[src/hdl/sleep_gate_pkg.sv]
// package for the sleep clock gating bank
// assumes an AXI4-Lite master with 32-bit data and a 12-bit offset window
package sleep_gate_pkg;

  // ----------------------------------------
  // address map
  // ----------------------------------------
  localparam logic [31:0] SYS_CTRL_BASE = 32'h400FE000;
  localparam int ADDR_W = 12;
  localparam logic [11:0] OFS_SLEEP_CTL1 = 12'h114;
  localparam logic [11:0] OFS_AUTO_GATE = 12'h200;
  localparam logic [11:0] OFS_APPLIED = 12'h204;
  localparam logic [11:0] OFS_MODE = 12'h208;

  // ----------------------------------------
  // fields and reset values
  // ----------------------------------------
  localparam int POS_ASYNC_SERIAL0 = 0;
  localparam int POS_ASYNC_SERIAL1 = 1;
  localparam int POS_ASYNC_SERIAL2 = 2;
  localparam int POS_SYNC_SERIAL0 = 4;
  localparam int POS_QUAD_ENCODER0 = 8;
  localparam int POS_TWO_WIRE0 = 12;
  localparam int POS_GP_COUNTER0 = 16;
  localparam int POS_COMPARATOR0 = 24;
  localparam int POS_AUTO_GATING = 0;
  localparam logic [31:0] SLEEP_CTL1_RESET = 32'h00000000;
  localparam logic [31:0] GATE_MASK = 32'h010F1117;
  localparam logic [1:0] RESP_OKAY = 2'h0;
  localparam logic [1:0] RESP_SLVERR = 2'h2;

  // ----------------------------------------
  // types
  // ----------------------------------------
  typedef enum logic [2:0] {
    MODE_RUN = 3'h1,
    MODE_SLEEP = 3'h2,
    MODE_DEEP = 3'h4
  } power_mode_e;

  typedef struct packed {
    logic awvalid;
    logic [ADDR_W-1:0] awaddr;
    logic wvalid;
    logic [31:0] wdata;
    logic [3:0] wstrb;
    logic bready;
    logic arvalid;
    logic [ADDR_W-1:0] araddr;
    logic rready;
  } axil_req_s;

  typedef struct packed {
    logic awready;
    logic wready;
    logic bvalid;
    logic [1:0] bresp;
    logic arready;
    logic rvalid;
    logic [31:0] rdata;
    logic [1:0] rresp;
  } axil_rsp_s;

endpackage

[src/hdl/sleep_clock_gate_bank.sv]
// sleep clock gating bank: AXI4-Lite register slave and unit clock enables
// assumes mode requests, run and deep-sleep enables and access strobes come
// from logic on aclk, so none of them is synchronised here
//
// Function
// - the sleep gating register is a 32-bit word at offset 0x114 of the system control base.
// - a gating bit of one clocks and enables its unit, a zero leaves it unclocked.
// - an access to an unclocked unit is answered with a bus fault.
// - reset clears every gating bit so the register reads zero.
// - the sleep register applies only in sleep; run uses its own enables, and deep sleep its own while auto gating is selected.
// - sleep gating applies only while auto gating is selected, else run enables stay.
// - bits 19 to 16 gate general-purpose counters 3 to 0, read and write.
// - bit 24 gates comparator 0, read and write, reset zero.
// - bit 12 gates two-wire unit 0, read and write, reset zero.
// - bit 8 gates quadrature encoder 0, read and write, reset zero.
// - bit 4 gates synchronous serial unit 0, read and write, reset zero.
// - bits 2 and 1 gate asynchronous serial units 2 and 1, read and write, reset zero.
// - bit 0 gates asynchronous serial unit 0, read and write, reset zero.
// - reserved bits are read-only and read as zero.
module sleep_clock_gate_bank
  import sleep_gate_pkg::*;
(
  input wire logic aclk,
  input wire logic aresetn,
  input wire sleep_gate_pkg::axil_req_s axil_req,
  output sleep_gate_pkg::axil_rsp_s axil_rsp,
  input wire logic sleep_req,
  input wire logic deep_req,
  input wire logic [31:0] run_gate_value,
  input wire logic [31:0] deep_gate_value,
  input wire logic [31:0] unit_access,
  output logic [31:0] unit_clk_en,
  output logic [31:0] unit_fault
);

  // ----------------------------------------
  // register state
  // ----------------------------------------
  logic [31:0] sleep_clock_gate_ctl1;
  logic [31:0] next_sleep_clock_gate_ctl1;
  logic auto_gating_select;
  logic next_auto_gating_select;
  logic [31:0] sleep_snap;
  logic [31:0] next_sleep_snap;
  power_mode_e mode;
  power_mode_e next_mode;
  logic [31:0] next_unit_clk_en;
  logic [31:0] next_unit_fault;

  // ----------------------------------------
  // write channel state
  // ----------------------------------------
  axil_rsp_s next_rsp;
  logic aw_held;
  logic next_aw_held;
  logic [ADDR_W-1:0] aw_addr;
  logic [ADDR_W-1:0] next_aw_addr;
  logic w_held;
  logic next_w_held;
  logic [31:0] w_data;
  logic [31:0] next_w_data;
  logic [3:0] w_strb;
  logic [3:0] next_w_strb;
  logic do_write;
  logic [ADDR_W-1:0] wr_addr;
  logic [31:0] wr_data;
  logic [3:0] wr_strb;

  function automatic logic is_mapped(input logic [ADDR_W-1:0] a);
    return (a == OFS_SLEEP_CTL1) || (a == OFS_AUTO_GATE) ||
           (a == OFS_APPLIED) || (a == OFS_MODE);
  endfunction

  function automatic logic [31:0] lane_merge(input logic [31:0] old_v,
                                             input logic [31:0] new_v,
                                             input logic [3:0] strb);
    logic [31:0] res;
    res = old_v;
    for (int i = 0; i < 4; i++) begin
      if (strb[i]) begin
        res[i*8 +: 8] = new_v[i*8 +: 8];
      end
    end
    return res;
  endfunction

  // ----------------------------------------
  // bus slave and register file
  // ----------------------------------------
  always_comb begin
    logic aw_take;
    logic w_take;
    logic have_aw;
    logic have_w;
    logic [31:0] merged;
    aw_take = axil_req.awvalid && axil_rsp.awready;
    w_take = axil_req.wvalid && axil_rsp.wready;
    have_aw = aw_held || aw_take;
    have_w = w_held || w_take;
    merged = '0;
    wr_addr = aw_take ? axil_req.awaddr : aw_addr;
    wr_data = w_take ? axil_req.wdata : w_data;
    wr_strb = w_take ? axil_req.wstrb : w_strb;
    // address and data may arrive in either order; both wait for the other
    do_write = have_aw && have_w && !axil_rsp.bvalid;
    next_aw_held = have_aw && !do_write;
    next_aw_addr = aw_take ? axil_req.awaddr : aw_addr;
    next_w_held = have_w && !do_write;
    next_w_data = w_take ? axil_req.wdata : w_data;
    next_w_strb = w_take ? axil_req.wstrb : w_strb;
    next_rsp = axil_rsp;
    next_sleep_clock_gate_ctl1 = sleep_clock_gate_ctl1;
    next_auto_gating_select = auto_gating_select;
    if (axil_rsp.bvalid && axil_req.bready) begin
      next_rsp.bvalid = 1'b0;
    end
    if (do_write) begin
      next_rsp.bvalid = 1'b1;
      next_rsp.bresp = is_mapped(wr_addr) ? RESP_OKAY : RESP_SLVERR;
      if (wr_addr == OFS_SLEEP_CTL1) begin
        merged = lane_merge(sleep_clock_gate_ctl1, wr_data, wr_strb);
        // reserved positions never store a one
        next_sleep_clock_gate_ctl1 = merged & GATE_MASK;
      end
      if (wr_addr == OFS_AUTO_GATE && wr_strb[0]) begin
        next_auto_gating_select = wr_data[POS_AUTO_GATING];
      end
    end
    next_rsp.awready = !next_aw_held && !next_rsp.bvalid;
    next_rsp.wready = !next_w_held && !next_rsp.bvalid;
    if (axil_rsp.rvalid && axil_req.rready) begin
      next_rsp.rvalid = 1'b0;
    end
    if (axil_req.arvalid && axil_rsp.arready) begin
      next_rsp.rvalid = 1'b1;
      next_rsp.rresp = is_mapped(axil_req.araddr) ? RESP_OKAY : RESP_SLVERR;
      unique case (axil_req.araddr)
        OFS_SLEEP_CTL1: next_rsp.rdata = sleep_clock_gate_ctl1;
        OFS_AUTO_GATE: next_rsp.rdata = {31'h00000000, auto_gating_select};
        OFS_APPLIED: next_rsp.rdata = unit_clk_en;
        OFS_MODE: next_rsp.rdata = {29'h00000000, mode};
        default: next_rsp.rdata = 32'h00000000;
      endcase
    end
    next_rsp.arready = !next_rsp.rvalid;
  end

  always_ff @(posedge aclk) begin
    if (!aresetn) begin
      axil_rsp <= '0;
      aw_held <= 1'b0;
      aw_addr <= '0;
      w_held <= 1'b0;
      w_data <= 32'h00000000;
      w_strb <= 4'h0;
      sleep_clock_gate_ctl1 <= SLEEP_CTL1_RESET;
      auto_gating_select <= 1'b0;
    end else begin
      axil_rsp <= next_rsp;
      aw_held <= next_aw_held;
      aw_addr <= next_aw_addr;
      w_held <= next_w_held;
      w_data <= next_w_data;
      w_strb <= next_w_strb;
      sleep_clock_gate_ctl1 <= next_sleep_clock_gate_ctl1;
      auto_gating_select <= next_auto_gating_select;
    end
  end

  // ----------------------------------------
  // power mode and clock enables
  // ----------------------------------------
  // the sleep value is sampled on entry, so writes to it during sleep wait for the
  // next entry and never change a unit's clock mid-sleep
  always_comb begin
    next_mode = mode;
    next_sleep_snap = sleep_snap;
    if (deep_req) begin
      next_mode = MODE_DEEP;
    end else if (sleep_req) begin
      next_mode = MODE_SLEEP;
    end else begin
      next_mode = MODE_RUN;
    end
    if (next_mode == MODE_SLEEP && mode != MODE_SLEEP) begin
      next_sleep_snap = sleep_clock_gate_ctl1;
    end
    unique case (next_mode)
      MODE_SLEEP: next_unit_clk_en = auto_gating_select ? next_sleep_snap
                                                        : run_gate_value;
      MODE_DEEP: next_unit_clk_en = auto_gating_select ? deep_gate_value
                                                       : run_gate_value;
      default: next_unit_clk_en = run_gate_value;
    endcase
    next_unit_clk_en = next_unit_clk_en & GATE_MASK;
    next_unit_fault = unit_access & ~unit_clk_en;
  end

  always_ff @(posedge aclk) begin
    if (!aresetn) begin
      mode <= MODE_RUN;
      sleep_snap <= SLEEP_CTL1_RESET;
      unit_clk_en <= 32'h00000000;
      unit_fault <= 32'h00000000;
    end else begin
      mode <= next_mode;
      sleep_snap <= next_sleep_snap;
      unit_clk_en <= next_unit_clk_en;
      unit_fault <= next_unit_fault;
    end
  end

  // ----------------------------------------
  // checks
  // ----------------------------------------
  chk_reset_clears_gates: assert property (@(posedge aclk)
    $past(!aresetn) |-> sleep_clock_gate_ctl1 == 32'h00000000 && unit_clk_en == 32'h00000000)
    else $error("gating state not cleared by reset");

  chk_reserved_read_zero: assert property (@(posedge aclk) disable iff (!aresetn)
    (sleep_clock_gate_ctl1 & ~GATE_MASK) == 32'h00000000)
    else $error("reserved gating bit holds a one");

  chk_fault_unclocked: assert property (@(posedge aclk) disable iff (!aresetn)
    1'b1 |=> unit_fault == ($past(unit_access) & ~$past(unit_clk_en)))
    else $error("fault does not follow access to unclocked unit");

  chk_sleep_entry_apply: assert property (@(posedge aclk) disable iff (!aresetn)
    (mode == MODE_RUN && sleep_req && !deep_req && auto_gating_select)
    |=> mode == MODE_SLEEP && unit_clk_en == $past(sleep_clock_gate_ctl1))
    else $error("sleep entry did not apply the sleep gates");

  chk_no_auto_run_gates: assert property (@(posedge aclk) disable iff (!aresetn)
    (sleep_req && !deep_req && !auto_gating_select)
    |=> unit_clk_en == ($past(run_gate_value) & GATE_MASK))
    else $error("run gates not kept without auto gating");

  chk_run_mode_gates: assert property (@(posedge aclk) disable iff (!aresetn)
    (!sleep_req && !deep_req) |=> mode == MODE_RUN ##0
    unit_clk_en == ($past(run_gate_value) & GATE_MASK))
    else $error("run mode not using run gates");

  chk_full_write_stores: assert property (@(posedge aclk) disable iff (!aresetn)
    (do_write && wr_addr == OFS_SLEEP_CTL1 && wr_strb == 4'hF)
    |=> sleep_clock_gate_ctl1 == ($past(wr_data) & GATE_MASK))
    else $error("write to gating register not stored");

  chk_unmapped_slverr: assert property (@(posedge aclk) disable iff (!aresetn)
    (do_write && !is_mapped(wr_addr)) |=> axil_rsp.bvalid && axil_rsp.bresp == RESP_SLVERR)
    else $error("unmapped write not answered with slave error");

  chk_bresp_holds: assert property (@(posedge aclk) disable iff (!aresetn)
    (axil_rsp.bvalid && !axil_req.bready) |=> axil_rsp.bvalid && $stable(axil_rsp.bresp))
    else $error("write response dropped before taken");

  chk_read_back: assert property (@(posedge aclk) disable iff (!aresetn)
    (axil_req.arvalid && axil_rsp.arready && axil_req.araddr == OFS_SLEEP_CTL1)
    |=> axil_rsp.rvalid && axil_rsp.rdata == $past(sleep_clock_gate_ctl1))
    else $error("gating register read returned wrong data");

  chk_sleep_snap_holds: assert property (@(posedge aclk) disable iff (!aresetn)
    (mode == MODE_SLEEP && sleep_req && !deep_req && auto_gating_select)
    |=> $stable(sleep_snap) && unit_clk_en == $past(sleep_snap))
    else $error("sleep gates changed during sleep");

  chk_deep_gates: assert property (@(posedge aclk) disable iff (!aresetn)
    (deep_req && auto_gating_select)
    |=> mode == MODE_DEEP && unit_clk_en == ($past(deep_gate_value) & GATE_MASK))
    else $error("deep sleep not using deep gates");

  chk_enables_masked: assert property (@(posedge aclk) disable iff (!aresetn)
    (unit_clk_en & ~GATE_MASK) == 32'h00000000)
    else $error("enable raised for an unimplemented unit");

  chk_ctl1_write_only: assert property (@(posedge aclk) disable iff (!aresetn)
    !(do_write && wr_addr == OFS_SLEEP_CTL1) |=> $stable(sleep_clock_gate_ctl1))
    else $error("gating register changed without a write");

  chk_auto_gate_write: assert property (@(posedge aclk) disable iff (!aresetn)
    (do_write && wr_addr == OFS_AUTO_GATE && wr_strb[0])
    |=> auto_gating_select == $past(wr_data[POS_AUTO_GATING]))
    else $error("auto gating select not written");

  chk_applied_read: assert property (@(posedge aclk) disable iff (!aresetn)
    (axil_req.arvalid && axil_rsp.arready && axil_req.araddr == OFS_APPLIED)
    |=> axil_rsp.rdata == $past(unit_clk_en))
    else $error("applied enables read back wrong");

  chk_mode_read: assert property (@(posedge aclk) disable iff (!aresetn)
    (axil_req.arvalid && axil_rsp.arready && axil_req.araddr == OFS_MODE)
    |=> axil_rsp.rdata == {29'h0, $past(mode)})
    else $error("power mode read back wrong");

  chk_no_fault_idle: assert property (@(posedge aclk) disable iff (!aresetn)
    (unit_access == 32'h00000000) |=> unit_fault == 32'h00000000)
    else $error("fault raised without an access");

  // ----------------------------------------
  // bus protocol checks
  // ----------------------------------------
  chk_read_slverr: assert property (@(posedge aclk) disable iff (!aresetn)
    (axil_req.arvalid && axil_rsp.arready && !is_mapped(axil_req.araddr))
    |=> axil_rsp.rvalid && axil_rsp.rresp == RESP_SLVERR && axil_rsp.rdata == 32'h00000000)
    else $error("unmapped read not answered with slave error");

  chk_rdata_holds: assert property (@(posedge aclk) disable iff (!aresetn)
    (axil_rsp.rvalid && !axil_req.rready)
    |=> axil_rsp.rvalid && $stable(axil_rsp.rdata) && $stable(axil_rsp.rresp))
    else $error("read data dropped before taken");

  chk_write_answer: assert property (@(posedge aclk) disable iff (!aresetn)
    do_write |=> axil_rsp.bvalid)
    else $error("write response not raised one cycle after write");

  chk_read_answer: assert property (@(posedge aclk) disable iff (!aresetn)
    (axil_req.arvalid && axil_rsp.arready) |=> axil_rsp.rvalid)
    else $error("read data not raised one cycle after address");

  chk_busy_no_ready: assert property (@(posedge aclk) disable iff (!aresetn)
    !(axil_rsp.bvalid && (axil_rsp.awready || axil_rsp.wready)) &&
    !(axil_rsp.rvalid && axil_rsp.arready))
    else $error("ready raised while a response is pending");

  // readies are still low at the first edge after reset, so that edge is skipped
  chk_idle_ready: assert property (@(posedge aclk) disable iff (!aresetn)
    $past(aresetn) |-> axil_rsp.arready == !axil_rsp.rvalid &&
    axil_rsp.awready == (!aw_held && !axil_rsp.bvalid) &&
    axil_rsp.wready == (!w_held && !axil_rsp.bvalid))
    else $error("ready does not follow channel state");

  cov_sleep_entry: cover property (@(posedge aclk) disable iff (!aresetn)
    mode == MODE_RUN ##1 mode == MODE_SLEEP && unit_clk_en != 32'h00000000);
  cov_fault: cover property (@(posedge aclk) disable iff (!aresetn)
    unit_fault != 32'h00000000);
  cov_b_wait: cover property (@(posedge aclk) disable iff (!aresetn)
    axil_rsp.bvalid && !axil_req.bready);
  cov_r_wait: cover property (@(posedge aclk) disable iff (!aresetn)
    axil_rsp.rvalid && !axil_req.rready);
  cov_deep: cover property (@(posedge aclk) disable iff (!aresetn)
    mode == MODE_DEEP && auto_gating_select);

endmodule

[config.mk]
export PLATFORM = sky130hd
export DESIGN_NAME = sleep_clock_gate_bank
export DESIGN_NICKNAME = d
export VERILOG_FILES = /design/src/hdl/sleep_gate_pkg.sv /design/src/hdl/sleep_clock_gate_bank.sv
export SDC_FILE = /design/constraint.sdc
export NUM_CORES = 1
export LEC_CHECK = 0
export BUFFER_PORTS_ARGS = -buffer_cell sky130_fd_sc_hd__clkbuf_2
export CAP_MARGIN = 10
export CORE_ASPECT_RATIO = 0.6
export CORE_MARGIN = 2
export CORE_UTILIZATION = 39
export DETAILED_ROUTE_END_ITERATION = 10
export PLACE_DENSITY = 0.79
export SKIP_LAST_GASP = 1
export SLEW_MARGIN = 20
export SYNTH_ARGS = -nofsm -noshare
export SYNTH_HDL_FRONTEND = slang
export SYNTH_SLANG_ARGS = --single-unit
[constraint.sdc]
create_clock -name aclk -period 1.7 [get_ports aclk]
set_input_delay 0.17 -clock aclk [delete_from_list [all_inputs] [get_ports aclk]]
set_output_delay 0.17 -clock aclk [all_outputs]
set_load 0.1 [all_outputs]
==> metrics.md, run 1 <==
| Metric | Value |
|---|---|
| Status | finished with violations |
| Clk pin slew, worst setup/hold paths | 60 ps |
| Die Span X | 146.7 um |
| Leakage power total | 3.135 nW |
| Final setup violation count | 12 |
| Syn_area_per_cell | 9.308 um2 |
| Reg-to-reg slack, setup | -110 ps |
| Min Tclk post-route | 1812 ps |
| RSZ-0062 raised after global routing | yes |
| Sw power | 2.769 mW |
| Setup TNS | -928.9 ps |
| Share of the synthesized area in the top cell type | 0.4873 |
| Residual DRC | 0 |
| Final Skew | 10.07 ps |
| Wirelength per Cell | 14.29 um |
| Root Driver | clkbuf_16 |
| First-pass GRT wire length | 20.54 mm |
| Crit path capture type | flop |
| WHS Endpoint | unit_fault[0] |
| Worst reg2reg endpoint | sleep_clock_gate_ctl1[18] |
| Post-route cell area | 6889 um2 |
| CP Max Fanout | 8 |
| Violated checks | setup timing |
| Die area | 13150 um2 |
| Logic pwr share | 0.214 |
| Max VDD drop | 0.7173 mV |
| CP max stage cell | dfxtp_4 |
| Final period util | 1.066 |
| Min-delay src | unit_access[0] |
| Die H | 89.63 um |
| Placed insts | 849 |
| R2R cell count | 5 |
| Internal Pwr Total | 5.441 mW |
| WP data arrival | 2100 ps |
| HP Class | in2reg |
| Skew-Pair Late Insertion Delay | 410 ps |
| Final ANT Viol Nets | 0 |
| DP Wirelength | 9.249 mm |
| Diode count | 0 |
| Number of vias per cell | 4.706 |
| Synth cell types | 51 |
| Final Non-Filler Cells | 919 |
| Ys flop type | dfxtp_1 |
| Final hold violation count | 0 |
| Total Wirelength | 13.13 mm |
| Critical path type | reg2reg |
| DRT iter0 DRCs | 210 |
| Core Area | 11990 um2 |
| Final slew viol count | 0 |
| Layout cell share with drive strength beyond 1 | 0.3515 |
| FP Rows | 31 |
| Sw Share | 0.3373 |
| Cell taking the most area after synthesis | dfxtp_1 |
| Number of global-route vias before repair | 4161 |
| Final WS setup | -111.8 ps |
| CTS tree | yes |
| Post-synth EDFFs | 0 |
| Sequential share of power | 0.354 |
| Port bufs | 162 |
| Max-cap violation count | 0 |
| First-pass DRT Iterations | 4 |
| Critical Path, Cell by Cell | nor4bb_4 -> a22oi_2 -> a2111oi_4 -> buf_4 -> mux2_1 |
| Slowest cell delay on critical path | 400 ps |
| Yosys reg bits | 116 |
| Layout area overhead | 44.55% |
| RR Startpoint | axil_rsp[40] |
| PD cells | 1192 nW/um2 |
| Critical Path RT | 1990 ps |
| Placement Cell Area | 5887 um2 |
| Antenna violations before repair | 0 |
| Fmax | 0.5519 GHz |
| Vias | 4325 |
| Grt ovf | 0 |
| Worst slew margin | 0.6257 |
| Startpoint Class | flop |
| Clock Sink Count | 116 |
| Pin slew with the least headroom to its limit | 563.9 ps |
| Initial Util | 0.3976 |
| Fill count | 1070 |
| Gr usage total | 0.2014 |
| Final-stage net count | 906 |
| CTS Buf Count | 17 |
| Clock Power Share | 0.432 |
| Async SR Flop Fraction | 0 |
| Area contributors post-synth | dfxtp_1, buf_4, a21oi_1 |
| Worst hold stages | 3 |
| Synth warn | 0 |
| # IOs | 270 |
| Post-Synthesis Cells | 512 |
| Mapped Area | 4766 um2 |
| Part of the Yosys area used for sequential elements | 0.4873 |
| H-tree depth | 4 |
| Largest net degree at the start of global routing | 78 |
| Most frequent cells in the layout | clkbuf_2, dfxtp_1, nand2_1, a21oi_1, conb_1 |
| Overall power | 8.210 mW |
| Deepest clock path buffer count | 2 |
| Final Wtd Congestion | 0.8229 |
| Commonest non-fill, non-tap cell in the layout | clkbuf_2 |
[routing by layer]
metal	wire length [um]	track usage	vias to the layer above
li1	-	-	2153
met1	6155	0.2712	1985
met2	5809	0.3107	170
met3	986	0.05960	17
met4	176	0.07590	0
met5	0	0	-
[cells in the mapped netlist, types with 2 or more instances]
library cell  number
buf_4             46
clkbuf_1          23
nor2b_1            2
a221oi_1           5
a32oi_1            2
o21ai_0           13
nor3_1             4
o21a_1             4
and3_1             9
a2111oi_4          2
nand2_1           59
a21oi_1           45
mux2i_1           13
o221ai_1          11
dfxtp_1          116
mux2_1            10
or3_1              2
a22o_1             3
a22oi_1            2
o22ai_1            4
a211oi_1           3
a2111oi_2          2
nor3b_1            3
nor2_1            35
nor4_4             2
a21boi_0           5
nand3_1           20
and2_1            35
a21o_1             2
nand2b_1           3
inv_1              6
nor4bb_1           2
[timing repair]
item	CTS	global route
hold buffers	35	0
endpoints found under the setup margin	12	12
setup buffers	2	1
gates resized for setup	6	3
pin swaps	3	1
endpoints found under the hold margin	35	0
gates cloned	0	0
[sequential cells by signal, indices dropped and copies added (netlist names)]
signal,count
sleep_clock_gate_ctl1,11
w_strb,4
axil_rsp,18
auto_gating_select,1
aw_addr,12
sleep_snap,11
aw_held,1
unit_fault,32
mode,3
unit_clk_en,11
w_held,1
w_data,11
[through the flow]
step	hold WS, ps	setup slack (ps)	utilization
floorplan	270.4	-299.2	-
global placement	370.6	-142.9	0.4912
detailed placement	373.1	-218.1	0.4912
CTS	1.166	-138.7	0.5730
global route	12.74	-182.8	0.5748
finish	18.77	-111.8	0.5748
[power groups by stage]
| stage | clock network, mW | logic (mW) | registers (mW) |
|---|---|---|---|
| final | 3.54 | 1.76 | 2.91 |
| after global routing | 3.73 | 1.84 | 2.92 |
| after CTS | 3.61 | 1.75 | 2.91 |
| after detailed placement | 0 | 1.66 | 2.96 |
| after global placement | 0 | 1.65 | 2.96 |
| after floorplan | 0 | 0.828 | 3.52 |
[critical path, delay by kind of cell (launching register included)]
family,cells,cell delay [ps]
and+or+nand+nor,1,230
DFF,1,400
AOI/OAI and AO/OA,2,540
muxes,1,310
buffers and inverters,1,200
[cell type report]
| type | instances | area (um2) | share of cell area |
|---|---|---|---|
| well taps | 165 | 206.4 | 0.02997 |
| clock inverters | 14 | 150.1 | 0.02179 |
| inverters | 6 | 22.52 | 0.003269 |
| multi-input cells | 361 | 2250 | 0.3266 |
| repair buffers | 239 | 1489 | 0.2161 |
| clock buffers | 18 | 439.2 | 0.06375 |
| flip-flops and latches | 116 | 2332 | 0.3385 |
[logic make-up after synthesis]
kind of cell,share of synthesized area
AOI/OAI and AO/OA,0.1615
buffers and inverters,0.09950
and+or+nand+nor,0.1977
DFF,0.4873
other,0.0007869
muxes,0.05329
[worst max-delay path by stage]
| stage | startpoint | endpoint | slack, ps | cells after the start |
|---|---|---|---|---|
| finish | axil_rsp[40] | sleep_clock_gate_ctl1[18] | -110 | 5 |
| global route | axil_rsp[40] | sleep_clock_gate_ctl1[17] | -180 | 5 |
| CTS | axil_rsp[40] | sleep_clock_gate_ctl1[19] | -140 | 5 |
| detailed placement | axil_req[64] | sleep_clock_gate_ctl1[16] | -220 | 6 |
| global placement | axil_req[64] | sleep_clock_gate_ctl1[16] | -140 | 6 |
| floorplan | axil_rsp[40] | sleep_clock_gate_ctl1[1] | -300 | 5 |
(Power assumes the default switching activity.)
==> inputs of run 2 (changes only) <==
ABC_AREA = 1   (was unset)
PLACE_DENSITY = 0.77   (was 0.79)
==> metrics.md, run 2 <==
| Metric | Value |
|---|---|
| Critical path's top delay family | simple AND/OR/NAND/NOR gates |
| CP Max Fanout | 16 |
| Max FFs per register | 32 |
| Clock Power Share | 0.422 |
| Residual DRC | 0 |
| Count leader, synth | nand2_1 |
| Post-layout util | 0.5480 |
| Final setup violation count | 0 |
| Worst slew margin | 0.6192 |
| WP data arrival | 1860 ps |
| Total Wirelength | 14.20 mm |
| Grt ovf | 0 |
| Die H | 94.23 um |
| Syn_area_per_cell | 7.199 um2 |
| Reg-to-reg slack, setup | 140 ps |
| Largest Register | unit_fault |
| Min Tclk post-route | 1563 ps |
| Synth warn | 0 |
| Clock Sink Count | 116 |
| Cell repeated most along the worst path | nand2_1 |
| Worst reg2reg endpoint | sleep_clock_gate_ctl1[0] |
| Post-place setup slack | 94.73 ps |
| Post-Synthesis Cells | 735 |
| FP Rows | 32 |
| Number of vias per cell | 4.548 |
| CTS Buf Count | 17 |
| Startpoint Class | flop |
| WHS Endpoint | mode[2] |
| First-pass GRT wire length | 22.00 mm |
| Gr usage total | 0.1935 |
| Critical path type | reg2reg |
| Port bufs | 162 |
| Area contributors post-synth | dfxtp_1, nand2_1, nor2_1 |
| Post-synth top cells | nand2_1, dfxtp_1, nor2_1, inv_1, nand3_1 |
| Layout area overhead | 35.19% |
| First-pass DRT Iterations | 7 |
| Layout cell share with drive strength beyond 1 | 0.2667 |
| Sequential share of power | 0.346 |
| Worst hold stages | 3 |
| R2R cell count | 10 |
| Final Wtd Congestion | 0.8065 |
| Pin slew with the least headroom to its limit | 573.6 ps |
| Final period util | 0.9196 |
| Antenna violations before repair | 0 |
| Deepest clock path buffer count | 2 |
| Root Driver | clkbuf_16 |
| Final-stage net count | 1108 |
| Max-cap violation count | 0 |
| Clk pin slew, worst setup/hold paths | 50 ps |
| Wirelength per Cell | 12.61 um |
| Critical Path RT | 1990 ps |
| Yosys reg bits | 116 |
| Die Span X | 154.4 um |
| Slowest cell delay on critical path | 410 ps |
| Part of the Yosys area used for sequential elements | 0.4389 |
| Core Area | 13050 um2 |
| Initial Util | 0.4054 |
| Largest net degree at the start of global routing | 40 |
| Sw power | 2.858 mW |
| Mapped Area | 5291 um2 |
| Min-delay src | deep_req |
| Critical Path, Cell by Cell | nand2_8 -> nand2_1 -> nand2_1 -> nor2_2 -> nand2_1 -> nor2_4 -> buf_4 -> nand4_1 -> nand2_1 -> nor2_2 |
| Final ANT Viol Nets | 0 |
| H-tree depth | 4 |
| Crit path capture type | flop |
| DP Wirelength | 10.31 mm |
| Final WS setup | 136.6 ps |
| Leakage power total | 3.749 nW |
| Cell taking the most area after synthesis | dfxtp_1 |
| Vias | 5121 |
| RSZ-0062 raised after global routing | yes |
| Async SR Flop Fraction | 0 |
| Share of the synthesized area in the top cell type | 0.4389 |
| Number of global-route vias before repair | 4691 |
| Status | finished clean |
| WP buf/inv | 1 |
| Diode count | 0 |
| Die area | 14550 um2 |
| Biggest regs | unit_fault: 32 flops, axil_rsp: 18 flops, aw_addr: 12 flops |
| PD cells | 1189 nW/um2 |
| Ys flop type | dfxtp_1 |
| RR Startpoint | axil_rsp[40] |
| HP Class | in2reg |
| Synth cell types | 30 |
| Fmax | 0.6396 GHz |
| Max VDD drop | 0.7810 mV |
| Internal Pwr Total | 5.645 mW |
| Skew-Pair Late Insertion Delay | 410 ps |
| CP max stage cell | dfxtp_4 |
| Commonest non-fill, non-tap cell in the layout | nand2_1 |
| # IOs | 270 |
| Final Skew | 11.05 ps |
| Overall power | 8.502 mW |
| Logic pwr share | 0.232 |
| CTS tree | yes |
| Most frequent cells in the layout | nand2_1, clkbuf_2, dfxtp_1, nor2_1, inv_1 |
| Post-synth EDFFs | 0 |
| Final slew viol count | 0 |
| Sw Share | 0.3361 |
| Final hold violation count | 0 |
| DRT iter0 DRCs | 278 |
run 2: stage by stage:
step,instances,hold WS [ps],cell area [um2],TNS [ps]
after floorplan,778,267.6,5466,-178.0
after global placement,1057,351.7,6183,0
after detailed placement,1057,356.1,6183,0
after CTS,1123,14.27,7124,0
after global routing,1126,30.34,7153,-1.103
final,1126,27.95,7153,0
run 2: cell type report:
class,count,area [um2]
Clock buffer,19,442.9
Timing Repair Buffer,222,1388
Sequential cell,116,2331
Tap cell,170,212.7
Multi-Input combinational cell,505,2317
Clock inverter,13,157.7
Inverter,81,304.0
Fill cell,1220,5899
run 2: how the worst max path moves through the flow:
stage                 start                         to  slack (ps)  depth (start not counted)
2_1_floorplan  axil_rsp[40]   sleep_clock_gate_ctl1[8]         -20                         12
3_3_place_gp   axil_req[64]  sleep_clock_gate_ctl1[19]         120                         12
3_5_place_dp   axil_req[64]  sleep_clock_gate_ctl1[17]          90                         11
4_1_cts        axil_rsp[40]  sleep_clock_gate_ctl1[17]          90                         10
5_1_grt        axil_rsp[40]   sleep_clock_gate_ctl1[8]          -1                         11
6_report       axil_rsp[40]   sleep_clock_gate_ctl1[0]         140                         10
run 2: cells by family (layout without fill, tap and decap cells):
kind of cell           after synthesis  count (layout)  share of synthesized area
AND/OR/NAND/NOR                    373             373                     0.3088
buffers and inverters              157             335                     0.1551
flip-flops                         116             116                     0.4389
AO/OA/AOI/OAI                       77              77                    0.07567
multiplexers                        11              11                    0.02081
other                                1              44                  0.0007087
run 2: per-layer routing:
metal	track usage	vias to the layer above	share of wire	routed length (um)
li1	-	2620	-	-
met1	0.2543	2303	0.48	6813
met2	0.3064	177	0.45	6360
met3	0.04797	21	0.056	795
met4	0.07948	0	0.016	230
met5	0	-	0	0
run 2: worst min-delay path: cells and delay by family:
kind | cells | cell delay [ps]
buffers and inverters | 2 | 150
AND/OR/NAND/NOR | 1 | 60
run 2: repair_timing:
action,CTS,global route
buffers inserted,0,3
hold endpoints to repair,33,0
setup endpoints to repair,0,5
resized for setup,0,3
hold buffers,34,0
run 2: power groups by stage:
stage	registers, mW	clock network (mW)	logic (mW)
final	2.94	3.59	1.97
after global routing	2.96	3.80	2.09
after CTS	2.94	3.66	1.95
after detailed placement	3.00	0	1.88
after global placement	3.00	0	1.86
after floorplan	3.53	0	1.07
==> inputs of run 3 (changes only) <==
ABC_CLOCK_PERIOD_IN_PS = 1300   (was unset)
CTS_BUF_LIST = sky130_fd_sc_hd__clkbuf_16   (was unset)
clock period = 1.3 ns   (was 1.7 ns; I/O delays follow)
==> metrics.md, run 3 (same netlist as run 2, synthesis figures left out) <==
| Metric | Value |
|---|---|
| Status | finished with violations |
| Violated checks | setup timing |
| Largest net degree at the start of global routing | 33 |
| Final ANT Viol Nets | 0 |
| Placement Cell Area | 6679 um2 |
| Final period util | 1.252 |
| Antenna violations before repair | 0 |
| PD cells | 1433 nW/um2 |
| Max-cap violation count | 0 |
| Final Non-Filler Cells | 1183 |
| Number of global-route vias before repair | 5199 |
| Clock Sink Count | 116 |
| HP Class | in2reg |
| First-pass GRT wire length | 25.00 mm |
| Wirelength per Cell | 15.05 um |
| Min Tclk post-route | 1627 ps |
| Final Skew | 5.089 ps |
| Clk pin slew, worst setup/hold paths | 60 ps |
| Residual DRC | 0 |
| Final Wtd Congestion | 0.8398 |
| H-tree depth | 4 |
| Total Wirelength | 17.81 mm |
| FF+latch area | 2354 um2 |
| Gr usage total | 0.2192 |
| Worst slew margin | 0.6527 |
| WP data arrival | 1920 ps |
| Fmax | 0.6146 GHz |
| Max VDD drop | 1.059 mV |
| Final WS setup | -327.1 ps |
| CP Max Fanout | 6 |
| Skew-Pair Late Insertion Delay | 410 ps |
| Deepest clock path buffer count | 2 |
| Die Span X | 154.4 um |
| RSZ-0062 raised after global routing | yes |
| Layout cell share with drive strength beyond 1 | 0.3949 |
| CTS tree | yes |
| Largest Register | unit_fault |
| Critical Path RT | 1600 ps |
| Min-delay src | run_gate_value[18] |
| Grt ovf | 0 |
| Final-stage net count | 1165 |
| Fill count | 1025 |
| Number of vias per cell | 4.803 |
| Initial Util | 0.4054 |
| First-pass DRT Iterations | 5 |
| Pin slew with the least headroom to its limit | 520.4 ps |
| Die H | 94.23 um |
| Core Area | 13050 um2 |
| Die area | 14550 um2 |
| FP Rows | 32 |
| Leakage power total | 4.161 nW |
| CTS Buf Count | 17 |
| Startpoint Class | flop |
| Most frequent cells in the layout | nand2_1, clkbuf_2, dfxtp_1, nor2_1, buf_4 |
| Biggest regs | unit_fault: 32 flops, axil_rsp: 18 flops, aw_addr: 12 flops |
| DP Wirelength | 11.04 mm |
| Crit path capture type | flop |
| Final slew viol count | 0 |
| Vias | 5682 |
| Multi-input logic area | 2665 um2 |
| Root Driver | clkbuf_16 |
| Worst hold margin | 5.758 ps |
| Final setup violation count | 27 |
| Max FFs per register | 32 |
| Commonest non-fill, non-tap cell in the layout | nand2_1 |
| Post-route cell area | 8307 um2 |
| DRT iter0 DRCs | 333 |
| Placed insts | 1100 |
| Final hold violation count | 0 |
| CP startpoint | axil_rsp[40] |
| Setup TNS | -5006 ps |
| # IOs | 270 |
| Critical path type | reg2reg |
| Layout area overhead | 56.99% |
| Port bufs | 162 |
| Diode count | 0 |
| RR Startpoint | axil_rsp[40] |
==> run 3: changes by cell type in the layout (fill, tap and decap cells not counted), moves of 14 or more <==
cell      previous run  this run
clkbuf_4             0        27
dfxtp_2              1        16
nand2_1            189       165
o21ai_0             28         5
dfxtp_1            113        97
clkbuf_2           162       101
buf_4               22        81
buf_6                1        15
nand2_2              4        18
==> run 3: what timing repair did <==
action | in CTS | in global routing
gates cloned | 2 | 2
hold buffers | 34 | 0
endpoints found under the setup margin | 50 | 53
endpoints found under the hold margin | 34 | 0
pin swaps | 11 | 27
buffers inserted | 5 | 10
gates resized for setup | 63 | 105
==> run 3: area by class of cell <==
type	instances	share of cell area
clock buffer	17	0.05121
clock inverter	15	0.02169
inverter	81	0.03660
multi-input combinational	506	0.3208
sequential	116	0.2833
tap	170	0.02561
timing repair buffer	278	0.2607
==> run 3: stage by stage <==
stage	utilization	setup slack [ps]	power, mW
after global placement	0.5117	-282.3	6.579
after global routing	0.6364	-394.3	12.33
after floorplan	-	-421.8	6.032
after CTS	0.6042	-262.0	11.65
final	0.6364	-327.1	11.90
after detailed placement	0.5117	-390.9	6.609
==> run 3: path summary, 6_finish.rpt <==
kind	to	slack, ps	depth (start not counted)
worst max-delay path	sleep_clock_gate_ctl1[24]	-330	10
worst min register to register	unit_fault[12]	430	1
worst max register to register	sleep_clock_gate_ctl1[24]	-330	10
worst min-delay path	unit_clk_en[18]	6	3
==> run 3: critical path, stage by stage (launching register included) <==
cell and delay (ps):
dfxtp_4 420, buf_6 150, buf_6 110, nand3_2 70, nand2_2 100, nand2_2 90, nor2_4 170, buf_6 150
nand4_1 100, nand2_1 90, nor2_1 60
==> run 3: per-layer routing <==
metal,track usage,wire (um)
met5,0,0
met4,0.09182,481
met3,0.04843,1391
met2,0.3558,8256
met1,0.2841,7679
==> run 3: report_power, final <==
part           total, mW  internal (mW)  switching, mW
registers           3.87           3.76          0.110
clock network       4.83           3.03           1.80
logic               3.20          0.954           2.25
